## config.mk

```make
export PLATFORM = sky130hd
export DESIGN_NAME = rws_supervisor
export DESIGN_NICKNAME = d
export VERILOG_FILES = /design/src/verilog/rws_pkg.sv /design/src/verilog/rws_supervisor.sv
export SDC_FILE = /design/constraint.sdc
export NUM_CORES = 1
export LEC_CHECK = 0
export ABC_AREA = 1
export BUFFER_PORTS_ARGS = -buffer_cell sky130_fd_sc_hd__buf_2
export CAP_MARGIN = 10
export CORE_MARGIN = 2
export CORE_UTILIZATION = 30
export DETAILED_ROUTE_END_ITERATION = 10
export HOLD_SLACK_MARGIN = 0.06
export SLEW_MARGIN = 20
export SYNTH_ARGS = -nofsm -noshare
export SYNTH_HDL_FRONTEND = slang
export SYNTH_SLANG_ARGS = --single-unit
```

## constraint.sdc

```tcl
create_clock -name ref_clk -period 4.3 [get_ports ref_clk]
set_input_delay 0.645 -clock ref_clk [delete_from_list [all_inputs] [get_ports ref_clk]]
set_output_delay 0.645 -clock ref_clk [all_outputs]
set_load 0.005 [all_outputs]
```

## src/verilog/rws_pkg.sv

```systemverilog
package rws_pkg;
    // ------------------------------------------------------------
    // register byte offsets
    // ------------------------------------------------------------
    localparam logic [11:0] A_WCODE = 12'h000;
    localparam logic [11:0] A_SENS  = 12'h004;
    localparam logic [11:0] A_FSG1  = 12'h008;
    localparam logic [11:0] A_TRT1  = 12'h00C;
    localparam logic [11:0] A_TRT2  = 12'h010;
    localparam logic [11:0] A_TRT3  = 12'h014;
    localparam logic [11:0] A_SRG4  = 12'h018;
    localparam logic [11:0] A_SRG5  = 12'h01C;
    localparam logic [11:0] A_IFG   = 12'h020;
    localparam logic [11:0] A_RTRIG = 12'h024;
    localparam logic [11:0] A_ISTAT = 12'h028;
    localparam logic [11:0] A_IMASK = 12'h02C;
    // ------------------------------------------------------------
    // reset values: thermal elements 0 and 1 left out
    // ------------------------------------------------------------
    localparam logic [8:0]  TRT12_RST = 9'h0FC;
    localparam logic [8:0]  TRT3_RST  = 9'h100;
    localparam logic [15:0] SRG_RST   = 16'hFCFC;
    // ------------------------------------------------------------
    // synchronised pin positions
    // ------------------------------------------------------------
    localparam int P_BATT = 0;
    localparam int P_TCS  = 1;
    localparam int P_PSU  = 2;
    localparam int P_COMM = 3;
    localparam int P_TH1  = 4;
    localparam int P_TH2  = 5;
    localparam int P_CAL  = 6;
    localparam int P_INTF = 7;
    localparam int P_DIN  = 8;
    localparam int PIN_W  = 13;
    // ------------------------------------------------------------
    // warning code bit positions (weight = 2**position); FSG_TCS_OUT2 is a function group one bit
    // ------------------------------------------------------------
    localparam int W_BATT = 0;
    localparam int W_TCS  = 1;
    localparam int W_PSU  = 2;
    localparam int W_COMM = 3;
    localparam int W_MOD  = 4;
    localparam int W_RNG  = 5;
    localparam int W_CH   = 6;
    localparam int W_TH1  = 12;
    localparam int W_TH2  = 13;
    localparam int FSG_TCS_OUT2 = 7;
    // ------------------------------------------------------------
    // limits in tenths of a percent of range, timing
    // ------------------------------------------------------------
    localparam logic signed [11:0] REF_TOL  = 12'sh00F;
    localparam logic signed [11:0] RANGE_LO = -12'sh028;
    localparam logic signed [11:0] RANGE_HI = 12'sh410;
    localparam int FILT_TIME_S = 8;
    localparam int BLINK_MS    = 250;
    localparam int CLK_HZ      = 25_000_000;
endpackage

```

## src/verilog/rws_supervisor.sv

```systemverilog
// Register access over APB and the register addresses are this design's own decisions.
`timescale 1ns/1ps
// Notes on behaviour
// - warnings alone keep protection running; ready lamp stays steadily on
// - concurrent warnings form one code, the sum of active weights
// - weights: battery 1, tcs 2, psu heat 4, comm 8, module 16, range 32
// - open or short on sensor channels 1..6 gives weights 64..2048
// - open or short on thermistor one gives 4096, thermistor two 8192
// - warning code cannot be cleared by hand; it goes with the fault
// - switch 8 of function group one adds tcs warning to signal out two
// - sample discarded when reference offset deviates over 1.5 percent
// - reference fault lasting the eight second filter disables all inputs
// - inputs come back once the reference fault is gone
// - failed self-calibration disables all inputs until it succeeds
// - one input disabled outside -4..104 percent or on open/short
// - per-input function groups; separate recorder trigger enable
// - trip routing groups; default non-thermal to outs 1,2, restart to 3
// - routing groups four/five pick pickup and alarm for signal outs
// - fault contact energized normally, released on internal fault
// - internal fault: lamp flashes, power and signal outputs reset and locked
module rws_supervisor #(
    parameter int FILT_CYC  = rws_pkg::FILT_TIME_S * rws_pkg::CLK_HZ,
    parameter int BLINK_CYC = rws_pkg::BLINK_MS * (rws_pkg::CLK_HZ / 1000),
    parameter int NCH       = 6
) (
    input  wire logic               ref_clk,
    input  wire logic               resetn,
    input  wire logic               psel,
    input  wire logic               penable,
    input  wire logic               pwrite,
    input  wire logic [11:0]        paddr,
    input  wire logic [31:0]        pwdata,
    output logic                    pready,
    output logic [31:0]             prdata,
    output logic                    pslverr,
    input  wire logic [12:0]        faultPins,
    input  wire logic               sampleStrobe,
    input  wire logic [2:0]         sampleChan,
    input  wire logic signed [11:0] sampleValue,
    input  wire logic               sampleOpenShort,
    input  wire logic signed [11:0] refOffset,
    input  wire logic [8:0]         tripIn,
    input  wire logic [7:0]         pickupIn,
    input  wire logic [7:0]         alarmIn,
    output logic                    filtValid,
    output logic [2:0]              filtChan,
    output logic signed [11:0]      filtValue,
    output logic [5:0]              sensorEnable,
    output logic [13:0]             warningCode,
    output logic [2:0]              powerOutputs,
    output logic                    signalOutputOne,
    output logic                    signalOutputTwo,
    output logic                    internalFault,
    output logic                    readyLed,
    output logic                    blockOut,
    output logic                    unlatchOut,
    output logic                    remoteOut,
    output logic                    recorderTrigger,
    output logic                    irq
);
    // ------------------------------------------------------------
    // state
    // ------------------------------------------------------------
    typedef struct packed {
        logic [12:0]        sync1;
        logic [12:0]        sync2;
        logic [4:0]         dinPrev;
        logic               pready;
        logic [31:0]        prdata;
        logic               pslverr;
        logic [7:0]         fsg1;
        logic [8:0]         trt1;
        logic [8:0]         trt2;
        logic [8:0]         trt3;
        logic [15:0]        srg4;
        logic [15:0]        srg5;
        logic [14:0]        ifg;
        logic [4:0]         rtrig;
        logic [2:0]         istat;
        logic [2:0]         imask;
        logic               refFault;
        logic               refOff;
        logic [31:0]        refTimer;
        logic [5:0]         chOff;
        logic [5:0]         chOpen;
        logic [5:0]         chRange;
        logic               fValid;
        logic [2:0]         fChan;
        logic signed [11:0] fValue;
        logic [5:0]         sensEn;
        logic [13:0]        wcode;
        logic [2:0]         po;
        logic               sigOne;
        logic               sigTwo;
        logic               faultRelay;
        logic               ledOn;
        logic [31:0]        blinkCnt;
        logic               blk;
        logic               unl;
        logic               rem;
        logic               rec;
        logic               irq;
    } rws_state_s;

    rws_state_s st;
    rws_state_s next_st;

    function automatic logic inLimits(input logic signed [11:0] v,
                                      input logic signed [11:0] lo,
                                      input logic signed [11:0] hi);
        return (v >= lo) && (v <= hi);
    endfunction

    // ------------------------------------------------------------
    // next state
    // ------------------------------------------------------------
    logic [13:0] codeNow;
    logic        intfNow;
    logic        modFault;
    logic        acc;
    logic        bad;
    logic [2:0]  ev;
    logic [4:0]  din;
    logic [31:0] rd;
    logic        hit;

    always_comb begin
        next_st = st;
        next_st.sync1 = faultPins;
        next_st.sync2 = st.sync1;
        din = st.sync2[rws_pkg::P_DIN +: 5];
        next_st.dinPrev = din;
        intfNow = st.sync2[rws_pkg::P_INTF];

        // reference check right after each sample
        acc = 1'b0;
        bad = 1'b0;
        if (sampleStrobe) begin
            if (!inLimits(refOffset, -rws_pkg::REF_TOL, rws_pkg::REF_TOL)) begin
                next_st.refFault = 1'b1;
            end else begin
                next_st.refFault = 1'b0;
                next_st.refOff = 1'b0;
                next_st.refTimer = '0;
                acc = (sampleChan < 3'(NCH));
            end
        end
        if (st.refFault && !st.refOff) begin
            if (st.refTimer == 32'(FILT_CYC - 1)) begin
                next_st.refOff = 1'b1;
            end else begin
                next_st.refTimer = st.refTimer + 32'h0000_0001;
            end
        end

        // per channel validation
        next_st.fValid = 1'b0;
        if (acc) begin
            bad = sampleOpenShort || !inLimits(sampleValue,
                rws_pkg::RANGE_LO, rws_pkg::RANGE_HI);
            next_st.chOff[sampleChan] = bad;
            next_st.chOpen[sampleChan] = sampleOpenShort;
            next_st.chRange[sampleChan] = !sampleOpenShort && bad;
            next_st.fValid = !bad && !st.refOff && !st.sync2[rws_pkg::P_CAL];
            next_st.fChan = sampleChan;
            next_st.fValue = sampleValue;
        end
        modFault = st.refOff || st.sync2[rws_pkg::P_CAL];
        next_st.sensEn = ~st.chOff & {6{!modFault}};

        // warning code rebuilt every cycle, no clear path
        codeNow = '0;
        codeNow[rws_pkg::W_BATT] = st.sync2[rws_pkg::P_BATT];
        codeNow[rws_pkg::W_TCS] = st.sync2[rws_pkg::P_TCS];
        codeNow[rws_pkg::W_PSU] = st.sync2[rws_pkg::P_PSU];
        codeNow[rws_pkg::W_COMM] = st.sync2[rws_pkg::P_COMM];
        codeNow[rws_pkg::W_MOD] = modFault;
        codeNow[rws_pkg::W_RNG] = |st.chRange;
        codeNow[rws_pkg::W_CH +: 6] = st.chOpen;
        codeNow[rws_pkg::W_TH1] = st.sync2[rws_pkg::P_TH1];
        codeNow[rws_pkg::W_TH2] = st.sync2[rws_pkg::P_TH2];
        next_st.wcode = codeNow;

        // output routing, reset and locked on internal fault
        if (intfNow) begin
            next_st.po = '0;
            next_st.sigOne = 1'b0;
            next_st.sigTwo = 1'b0;
            next_st.faultRelay = 1'b0;
            if (st.blinkCnt == 32'(BLINK_CYC - 1)) begin
                next_st.blinkCnt = '0;
                next_st.ledOn = !st.ledOn;
            end else begin
                next_st.blinkCnt = st.blinkCnt + 32'h0000_0001;
            end
        end else begin
            next_st.po[0] = |(tripIn & st.trt1);
            next_st.po[1] = |(tripIn & st.trt2);
            next_st.po[2] = |(tripIn & st.trt3);
            next_st.sigOne = |({alarmIn, pickupIn} & st.srg4);
            next_st.sigTwo = |({alarmIn, pickupIn} & st.srg5)
                || (st.sync2[rws_pkg::P_TCS]
                    && st.fsg1[rws_pkg::FSG_TCS_OUT2]);
            next_st.faultRelay = 1'b1;
            next_st.ledOn = 1'b1;
            next_st.blinkCnt = '0;
        end

        // digital input functions
        next_st.blk = 1'b0;
        next_st.unl = 1'b0;
        next_st.rem = 1'b0;
        for (int i = 0; i < 5; i++) begin
            next_st.blk = next_st.blk || (din[i] && st.ifg[3*i]);
            next_st.unl = next_st.unl || (din[i] && st.ifg[3*i+1]);
            next_st.rem = next_st.rem || (din[i] && st.ifg[3*i+2]);
        end
        next_st.rec = |(din & ~st.dinPrev & st.rtrig);

        // ------------------------------------------------------------
        // apb slave: one wait state, write lands at the pready edge
        // ------------------------------------------------------------
        rd = '0;
        hit = 1'b1;
        unique case (paddr)
            rws_pkg::A_WCODE: rd = {18'h0_0000, st.wcode};
            rws_pkg::A_SENS:  rd = {26'h000_0000, st.sensEn};
            rws_pkg::A_FSG1:  rd = {24'h00_0000, st.fsg1};
            rws_pkg::A_TRT1:  rd = {23'h00_0000, st.trt1};
            rws_pkg::A_TRT2:  rd = {23'h00_0000, st.trt2};
            rws_pkg::A_TRT3:  rd = {23'h00_0000, st.trt3};
            rws_pkg::A_SRG4:  rd = {16'h0000, st.srg4};
            rws_pkg::A_SRG5:  rd = {16'h0000, st.srg5};
            rws_pkg::A_IFG:   rd = {17'h0_0000, st.ifg};
            rws_pkg::A_RTRIG: rd = {27'h000_0000, st.rtrig};
            rws_pkg::A_ISTAT: rd = {29'h0000_0000, st.istat};
            rws_pkg::A_IMASK: rd = {29'h0000_0000, st.imask};
            default:          hit = 1'b0;
        endcase
        next_st.pready = 1'b0;
        if (psel && penable && !st.pready) begin
            next_st.pready = 1'b1;
            next_st.prdata = pwrite ? 32'h0000_0000 : rd;
            next_st.pslverr = !hit;
        end

        ev[0] = |(codeNow & ~st.wcode);
        ev[1] = modFault && (|st.sensEn);
        ev[2] = intfNow && st.faultRelay;
        next_st.istat = st.istat | ev;
        if (psel && penable && st.pready && pwrite) begin
            unique case (paddr)
                rws_pkg::A_FSG1:  next_st.fsg1 = pwdata[7:0];
                rws_pkg::A_TRT1:  next_st.trt1 = pwdata[8:0];
                rws_pkg::A_TRT2:  next_st.trt2 = pwdata[8:0];
                rws_pkg::A_TRT3:  next_st.trt3 = pwdata[8:0];
                rws_pkg::A_SRG4:  next_st.srg4 = pwdata[15:0];
                rws_pkg::A_SRG5:  next_st.srg5 = pwdata[15:0];
                rws_pkg::A_IFG:   next_st.ifg = pwdata[14:0];
                rws_pkg::A_RTRIG: next_st.rtrig = pwdata[4:0];
                rws_pkg::A_IMASK: next_st.imask = pwdata[2:0];
                // set wins over clear
                rws_pkg::A_ISTAT:
                    next_st.istat = (st.istat & ~pwdata[2:0]) | ev;
                default: ;
            endcase
        end
        next_st.irq = |(next_st.istat & next_st.imask);
    end

    // ------------------------------------------------------------
    // registers
    // ------------------------------------------------------------
    always_ff @(posedge ref_clk) begin
        if (!resetn) begin
            st <= '0;
            st.trt1 <= rws_pkg::TRT12_RST;
            st.trt2 <= rws_pkg::TRT12_RST;
            st.trt3 <= rws_pkg::TRT3_RST;
            st.srg4 <= rws_pkg::SRG_RST;
            st.srg5 <= rws_pkg::SRG_RST;
            st.sensEn <= '1;
            st.faultRelay <= 1'b1;
            st.ledOn <= 1'b1;
        end else begin
            st <= next_st;
        end
    end

    assign pready          = st.pready;
    assign prdata          = st.prdata;
    assign pslverr         = st.pslverr;
    assign filtValid       = st.fValid;
    assign filtChan        = st.fChan;
    assign filtValue       = st.fValue;
    assign sensorEnable    = st.sensEn;
    assign warningCode     = st.wcode;
    assign powerOutputs    = st.po;
    assign signalOutputOne = st.sigOne;
    assign signalOutputTwo = st.sigTwo;
    assign internalFault   = st.faultRelay;
    assign readyLed        = st.ledOn;
    assign blockOut        = st.blk;
    assign unlatchOut      = st.unl;
    assign remoteOut       = st.rem;
    assign recorderTrigger = st.rec;
    assign irq             = st.irq;

    logic fsg1Tcs;
    assign fsg1Tcs = st.fsg1[rws_pkg::FSG_TCS_OUT2];
endmodule

```

After elaboration in Yosys (flattened, before gate mapping)
Cells that the tools add are included.
{ "word_totals": {"in_bits": 116, "register_bits": 290, "out_inout_bits": 82} }
{ "op_classes": {"bitwise_logic": 19, "muxes": 23, "magnitude_cmp": 7, "n_reduce_logical": 77, "add_sub_neg": 2, "eq_ne": 13} }
{ "ops": {"columns": ["op", "count"], "rows": [
  ["16-bit case mux with 12 select lines", 1],
  ["33-bit 2-to-1 mux", 3],
  ["32-bit 2-to-1 mux", 3],
  ["34-bit 2-to-1 mux", 2],
  ["32-bit by 1-bit adder with 32-bit output, second input constant", 2],
  ["12-bit by 5-bit equality test with 1-bit output, second input constant", 4],
  ["12-bit by 6-bit equality test with 1-bit output, second input constant", 4],
  ["16-bit bitwise AND", 2],
  ["32-bit by 23-bit equality test with 1-bit output, second input constant", 1],
  ["32-bit by 28-bit equality test with 1-bit output, second input constant", 1],
  ["16-bit OR reduction", 2],
  ["1-bit logical AND", 29],
  ["9-bit bitwise AND", 3],
  ["9-bit OR reduction", 3],
  ["12-bit by 4-bit equality test with 1-bit output, second input constant", 2],
  ["2-bit AND reduction", 10],
  ["6-bit bitwise mux", 3],
  ["1-bit logical OR", 15],
  ["14-bit bitwise AND", 1],
  ["14-bit NOT", 1],
  ["14-bit OR reduction", 1],
  ["12-bit by 3-bit equality test with 1-bit output, second input constant", 1],
  ["12-bit by 5-bit >= comparator with 1-bit output, second input constant", 1],
  ["12-bit by 7-bit >= comparator with 1-bit output, second input constant", 1],
  ["other kinds (24)", 45]
]} }

Logic depth before layout (Yosys ltp)
{ "depth": {"depth_word": 8, "ltp_mapped": 13, "depth_no_buf": 12} }

Worst setup path before layout
No wires, ideal clock.
{ "synth_path": {"path_kind": "input-to-reg", "startpoint": "in paddr[11]", "endpoint": "reg st[197] (netlist bit)", "arrival_time_ns": 1.724, "path_slack_ns": 2.457, "path_buffers": 1, "setup_ns": 0.119, "path_stages": 9, "required_time_ns": 4.181, "cell_sequence": "nor2_1 > nand2_4 > inv_4 > nand2_1 > nor2_2 > nand2_1 > buf_2 > o21ai_1 > a21oi_1"} }
{ "synth_via": {"elab_chain_len": 2} }
{ "synth_lines": {"columns": ["element", "line", "rtl"], "rows": [
  ["from (decl)", "rws_supervisor.sv:31", "input wire logic [11:0] paddr,"],
  ["12-bit by 5-bit equality test with 1-bit output", "rws_supervisor.sv:252", "unique case (paddr)"],
  ["2-bit AND reduction (no line)", null, null],
  ["to (signal assigned)", "rws_supervisor.sv:286", "st <= next_st;"],
  ["to (decl)", "rws_supervisor.sv:105", "rws_state_s st;"]
]} }
Every way passes these cells.
A chain may end at the register's enable or synchronous reset.

Final worst setup path
{ "layout_path": {"startpoint": "reg st[99] (netlist bit)", "endpoint": "reg st[123] (netlist bit)"} }
{ "layout_via": {"elab_chain_len": 3, "word_cells_on_any_way": 4, "cone_classes": "add/sub: 1; eq/ne: 1; mux: 2"} }
{ "layout_lines": {"columns": ["element", "line", "rtl"], "rows": [
  ["32-bit by 1-bit adder with 32-bit output / 32-bit by 28-bit equality test with 1-bit output (equally long branches)", "rws_supervisor.sv:152, rws_supervisor.sv:149", null],
  ["32-bit 2-to-1 mux *", "rws_supervisor.sv:149", "if (st.refTimer == 32'(FILT_CYC - 1)) begin"],
  ["33-bit 2-to-1 mux *", "rws_supervisor.sv:148", "if (st.refFault && !st.refOff) begin"]
]} }
Every way passes the cells marked *; elsewhere a longest branch is shown, timed or not.

==> results.md <==
- Status: finished, final reports clean
- Final Non-Filler Cells: 2,621
- Num Clock Sinks: 274
- Hold Slack: 0.3172 ns
- Cell Rows: 77
- Unrepaired setup endpoints after global routing: no
- Tcrit/Tclk final: 59.42%
- I/O Buffers: 165
- Area growth, synth to finish: 14.77%
- Post-synthesis sequential area ratio: 41.28%
- Drt drc: 0
- Nets: 2,121
- Stages on worst setup path: 10
- Critical Path Sink Type: register
- Cells along the critical path: ha_1 > nand2_1 > nor2_2 > nand2_2 > nor2_4 > nand3_4 > nand3_1 > nand2_1 > inv_1 > nor2_1
- Largest net degree at the start of global routing: 72
- Total power: 5.747 mW
- Pre-antenna DRT Iters: 4
- Clk pin slew, worst setup/hold paths: 0.06 ns
- Yosys warnings: 0
- IO Count: 198
- Setup CP Type: register to register
- Dpl cells: 2,559
- Post-CTS resize count: 0
- Routed WL: 39,490 um
- Vias: 12,292
- TNS Setup: 0 ns
- LEAKAGE: 6.585 nW
- Setup Buffers After CTS: 0
- Hold buffers post-CTS: 0
- Initial DRC count: 956
- Slew margin rel.: 43.82%
- Top post-synthesis cells by area: dfxtp_1 41%, nand2_1 14%, inv_1 6.7%
- #FFs+latches synth: 274
- Clk Latency, worst-skew pair: 0.52 ns
- Peak supply drop: 221.3 uV
- Overall routing resource usage: 16.83%
- CTS tree: yes
- First-pass GRT wire length: 62,780 um
- Critical path data arrival time: 2.94 ns
- Hold Path Cell Cnt: 3
- Min-delay worst type: primary input to register
- # setup viols final: 0
- Die Y: 214.5 um
- Final Hold Vio Count: 0
- Vias in the first global route: 11,597
- CP max stage cell: nand2_1
- Post-synth EDFFs: 0
- Max-slew violation total from the final report: 0
- Crit path largest cell delay: 0.50 ns
- Cell mode on critical path: nand2_1
- Crit-path leading delay family: simple AND/OR/NAND/NOR gates
- Worst slew pin tran: 0.8407 ns
- Power Density: 376.8 nW/um^2
- Post-Syn Area: 13,290 um^2
- Final Skew: 0.01956 ns
- Post-layout min period: 2.555 ns
- Root Buffer: clkbuf_16
- Worst path required time: 4.68 ns
- Synth area leader: dfxtp_1
- Average wire per standard cell: 15.07 um
- Post-synth cell types: 55
- Final antenna-violating net count: 0
- Remaining Overflow, GRT: 0
- Initial Util: 30.25%
- Filler cells: 4,764
- Mean area per synthesized cell: 6.939 um^2
- Worst setup SP type: register
- Max Clock Freq: 391.4 MHz
- Share of cells above drive strength 1: 15.19%
- Mapped Cells: 1,915
- Vias/cell: 4.690
- Hpwl dp: 29,450 um
- Core area: 43,930 um^2
- WP buf/inv: 1
- Die X: 214.5 um
- Cells on worst reg2reg path: 10
- H-tree levels: 2
- Initial antenna violation count: 1
- CP max FO: 21
- Max clock buf depth: 3
- Die area: 45,990 um^2
- Final GP Congestion: 0.8994
- CTS Buf Count: 34
- Share of the synthesized area in the top cell type: 41.28%
- Async SR Flop Fraction: 0%
- Ys flop type: dfxtp_1
- Maxcap violations: 0
## cells in the final DEF (no fill, tap or decap), drive strengths merged, types with 2 or more instances in the layout
cell type and count:
clkinv 4, xnor2 2, ha 2, dfxtp 274, nor4 5, o31ai 3, and3 2, nor3b 7
nand3b 5, a41oi 2, nor2 198, inv 253, nand4 41, nand2 493, bufinv 2, o22ai 7
or2 13, a221oi 8, buf 171, o211ai 42, nand3 157, a21oi 129, o21ai 82, a211oi 5
xor2 8, conb 16, clkbuf 52, nor3 39
## sequential cells by signal, indices dropped and copies added, names as in the netlist, 3 cells and up
signal        count
codeNow          12
din               5
filtChan          3
filtValue        12
next_st          13
powerOutputs      3
prdata           16
sensorEnable      6
st              176
warningCode      14
## path summary, 6_finish.rpt
| check | start | endpoint | slack [ns] |
|---|---|---|---|
| setup / recovery | st[99] | st[123] | 1.74 |
| hold / removal | faultPins[3] | next_st[267] | 0.32 |
| setup reg to reg | st[99] | st[123] | 1.74 |
| hold reg to reg | next_st[264] | codeNow[0] | 0.41 |
## worst min-delay path: stages
cell and delay, ns:
buf_2 0.07, nand2_1 0.04, inv_1 0.04
## Yosys cell counts, types with 6 or more instances
cell,instances
xor2_1,8
buf_4,78
inv_1,237
nand2_2,12
nand2_1,479
dfxtp_1,274
clkbuf_1,28
nor2_4,8
o22ai_1,7
nand3_1,154
o211ai_1,42
nand4_1,39
buf_2,23
nor3_1,35
o21ai_1,6
inv_2,11
nor3b_1,6
or2_2,11
a21oi_1,126
nor2_2,19
a221oi_1,8
nor2_1,171
o21ai_0,75
## metal layers
layer  wire length [um]  GRT usage, %  vias up
met2              18930         29.20      320
met1              17560         21.67     5630
met5                  0             0        -
li1                   -             -     6277
met3               1985         2.496       65
met4               1009         4.769        0
## power breakdown
part	switching, mW	internal (mW)	total (mW)
clock network	1.11	1.75	2.86
logic	0.202	0.0909	0.293
registers	0.0215	2.57	2.59
## area by class of cell
cell class | count | area (um^2) | share of cell area, %
multi-input cells | 1271 | 6071 | 39.81
well taps | 592 | 740.7 | 4.857
repair buffers | 171 | 873.3 | 5.726
clock buffers | 52 | 1008 | 6.613
inverters | 251 | 949.7 | 6.227
clock inverters | 9 | 120.1 | 0.7876
diodes | 1 | 2.502 | 0.01641
flip-flops and latches | 274 | 5485 | 35.97
## through the flow
stage | setup WS [ns] | util (%) | cell area (um^2)
finish | 1.745 | 34.71 | 15250
global route | 1.488 | 34.71 | 15250
CTS | 1.697 | 34.70 | 15240
detailed placement | 1.241 | 32.13 | 14110
global placement | 1.355 | 32.13 | 14110
floorplan | 2.457 | - | 13340
## cells by family (layout without fill, tap and decap cells)
logic type	Yosys count	count (layout)	synth area share, %
buf+inv	385	483	13.49
xor+xnor	10	10	0.6592
flops	274	274	41.28
compound gates	282	282	12.13
fa+ha+maj	2	2	0.1883
other cells	1	17	0.02822
simple gates	961	961	32.22
No activity file was read; power rests on OpenSTA's default activity.
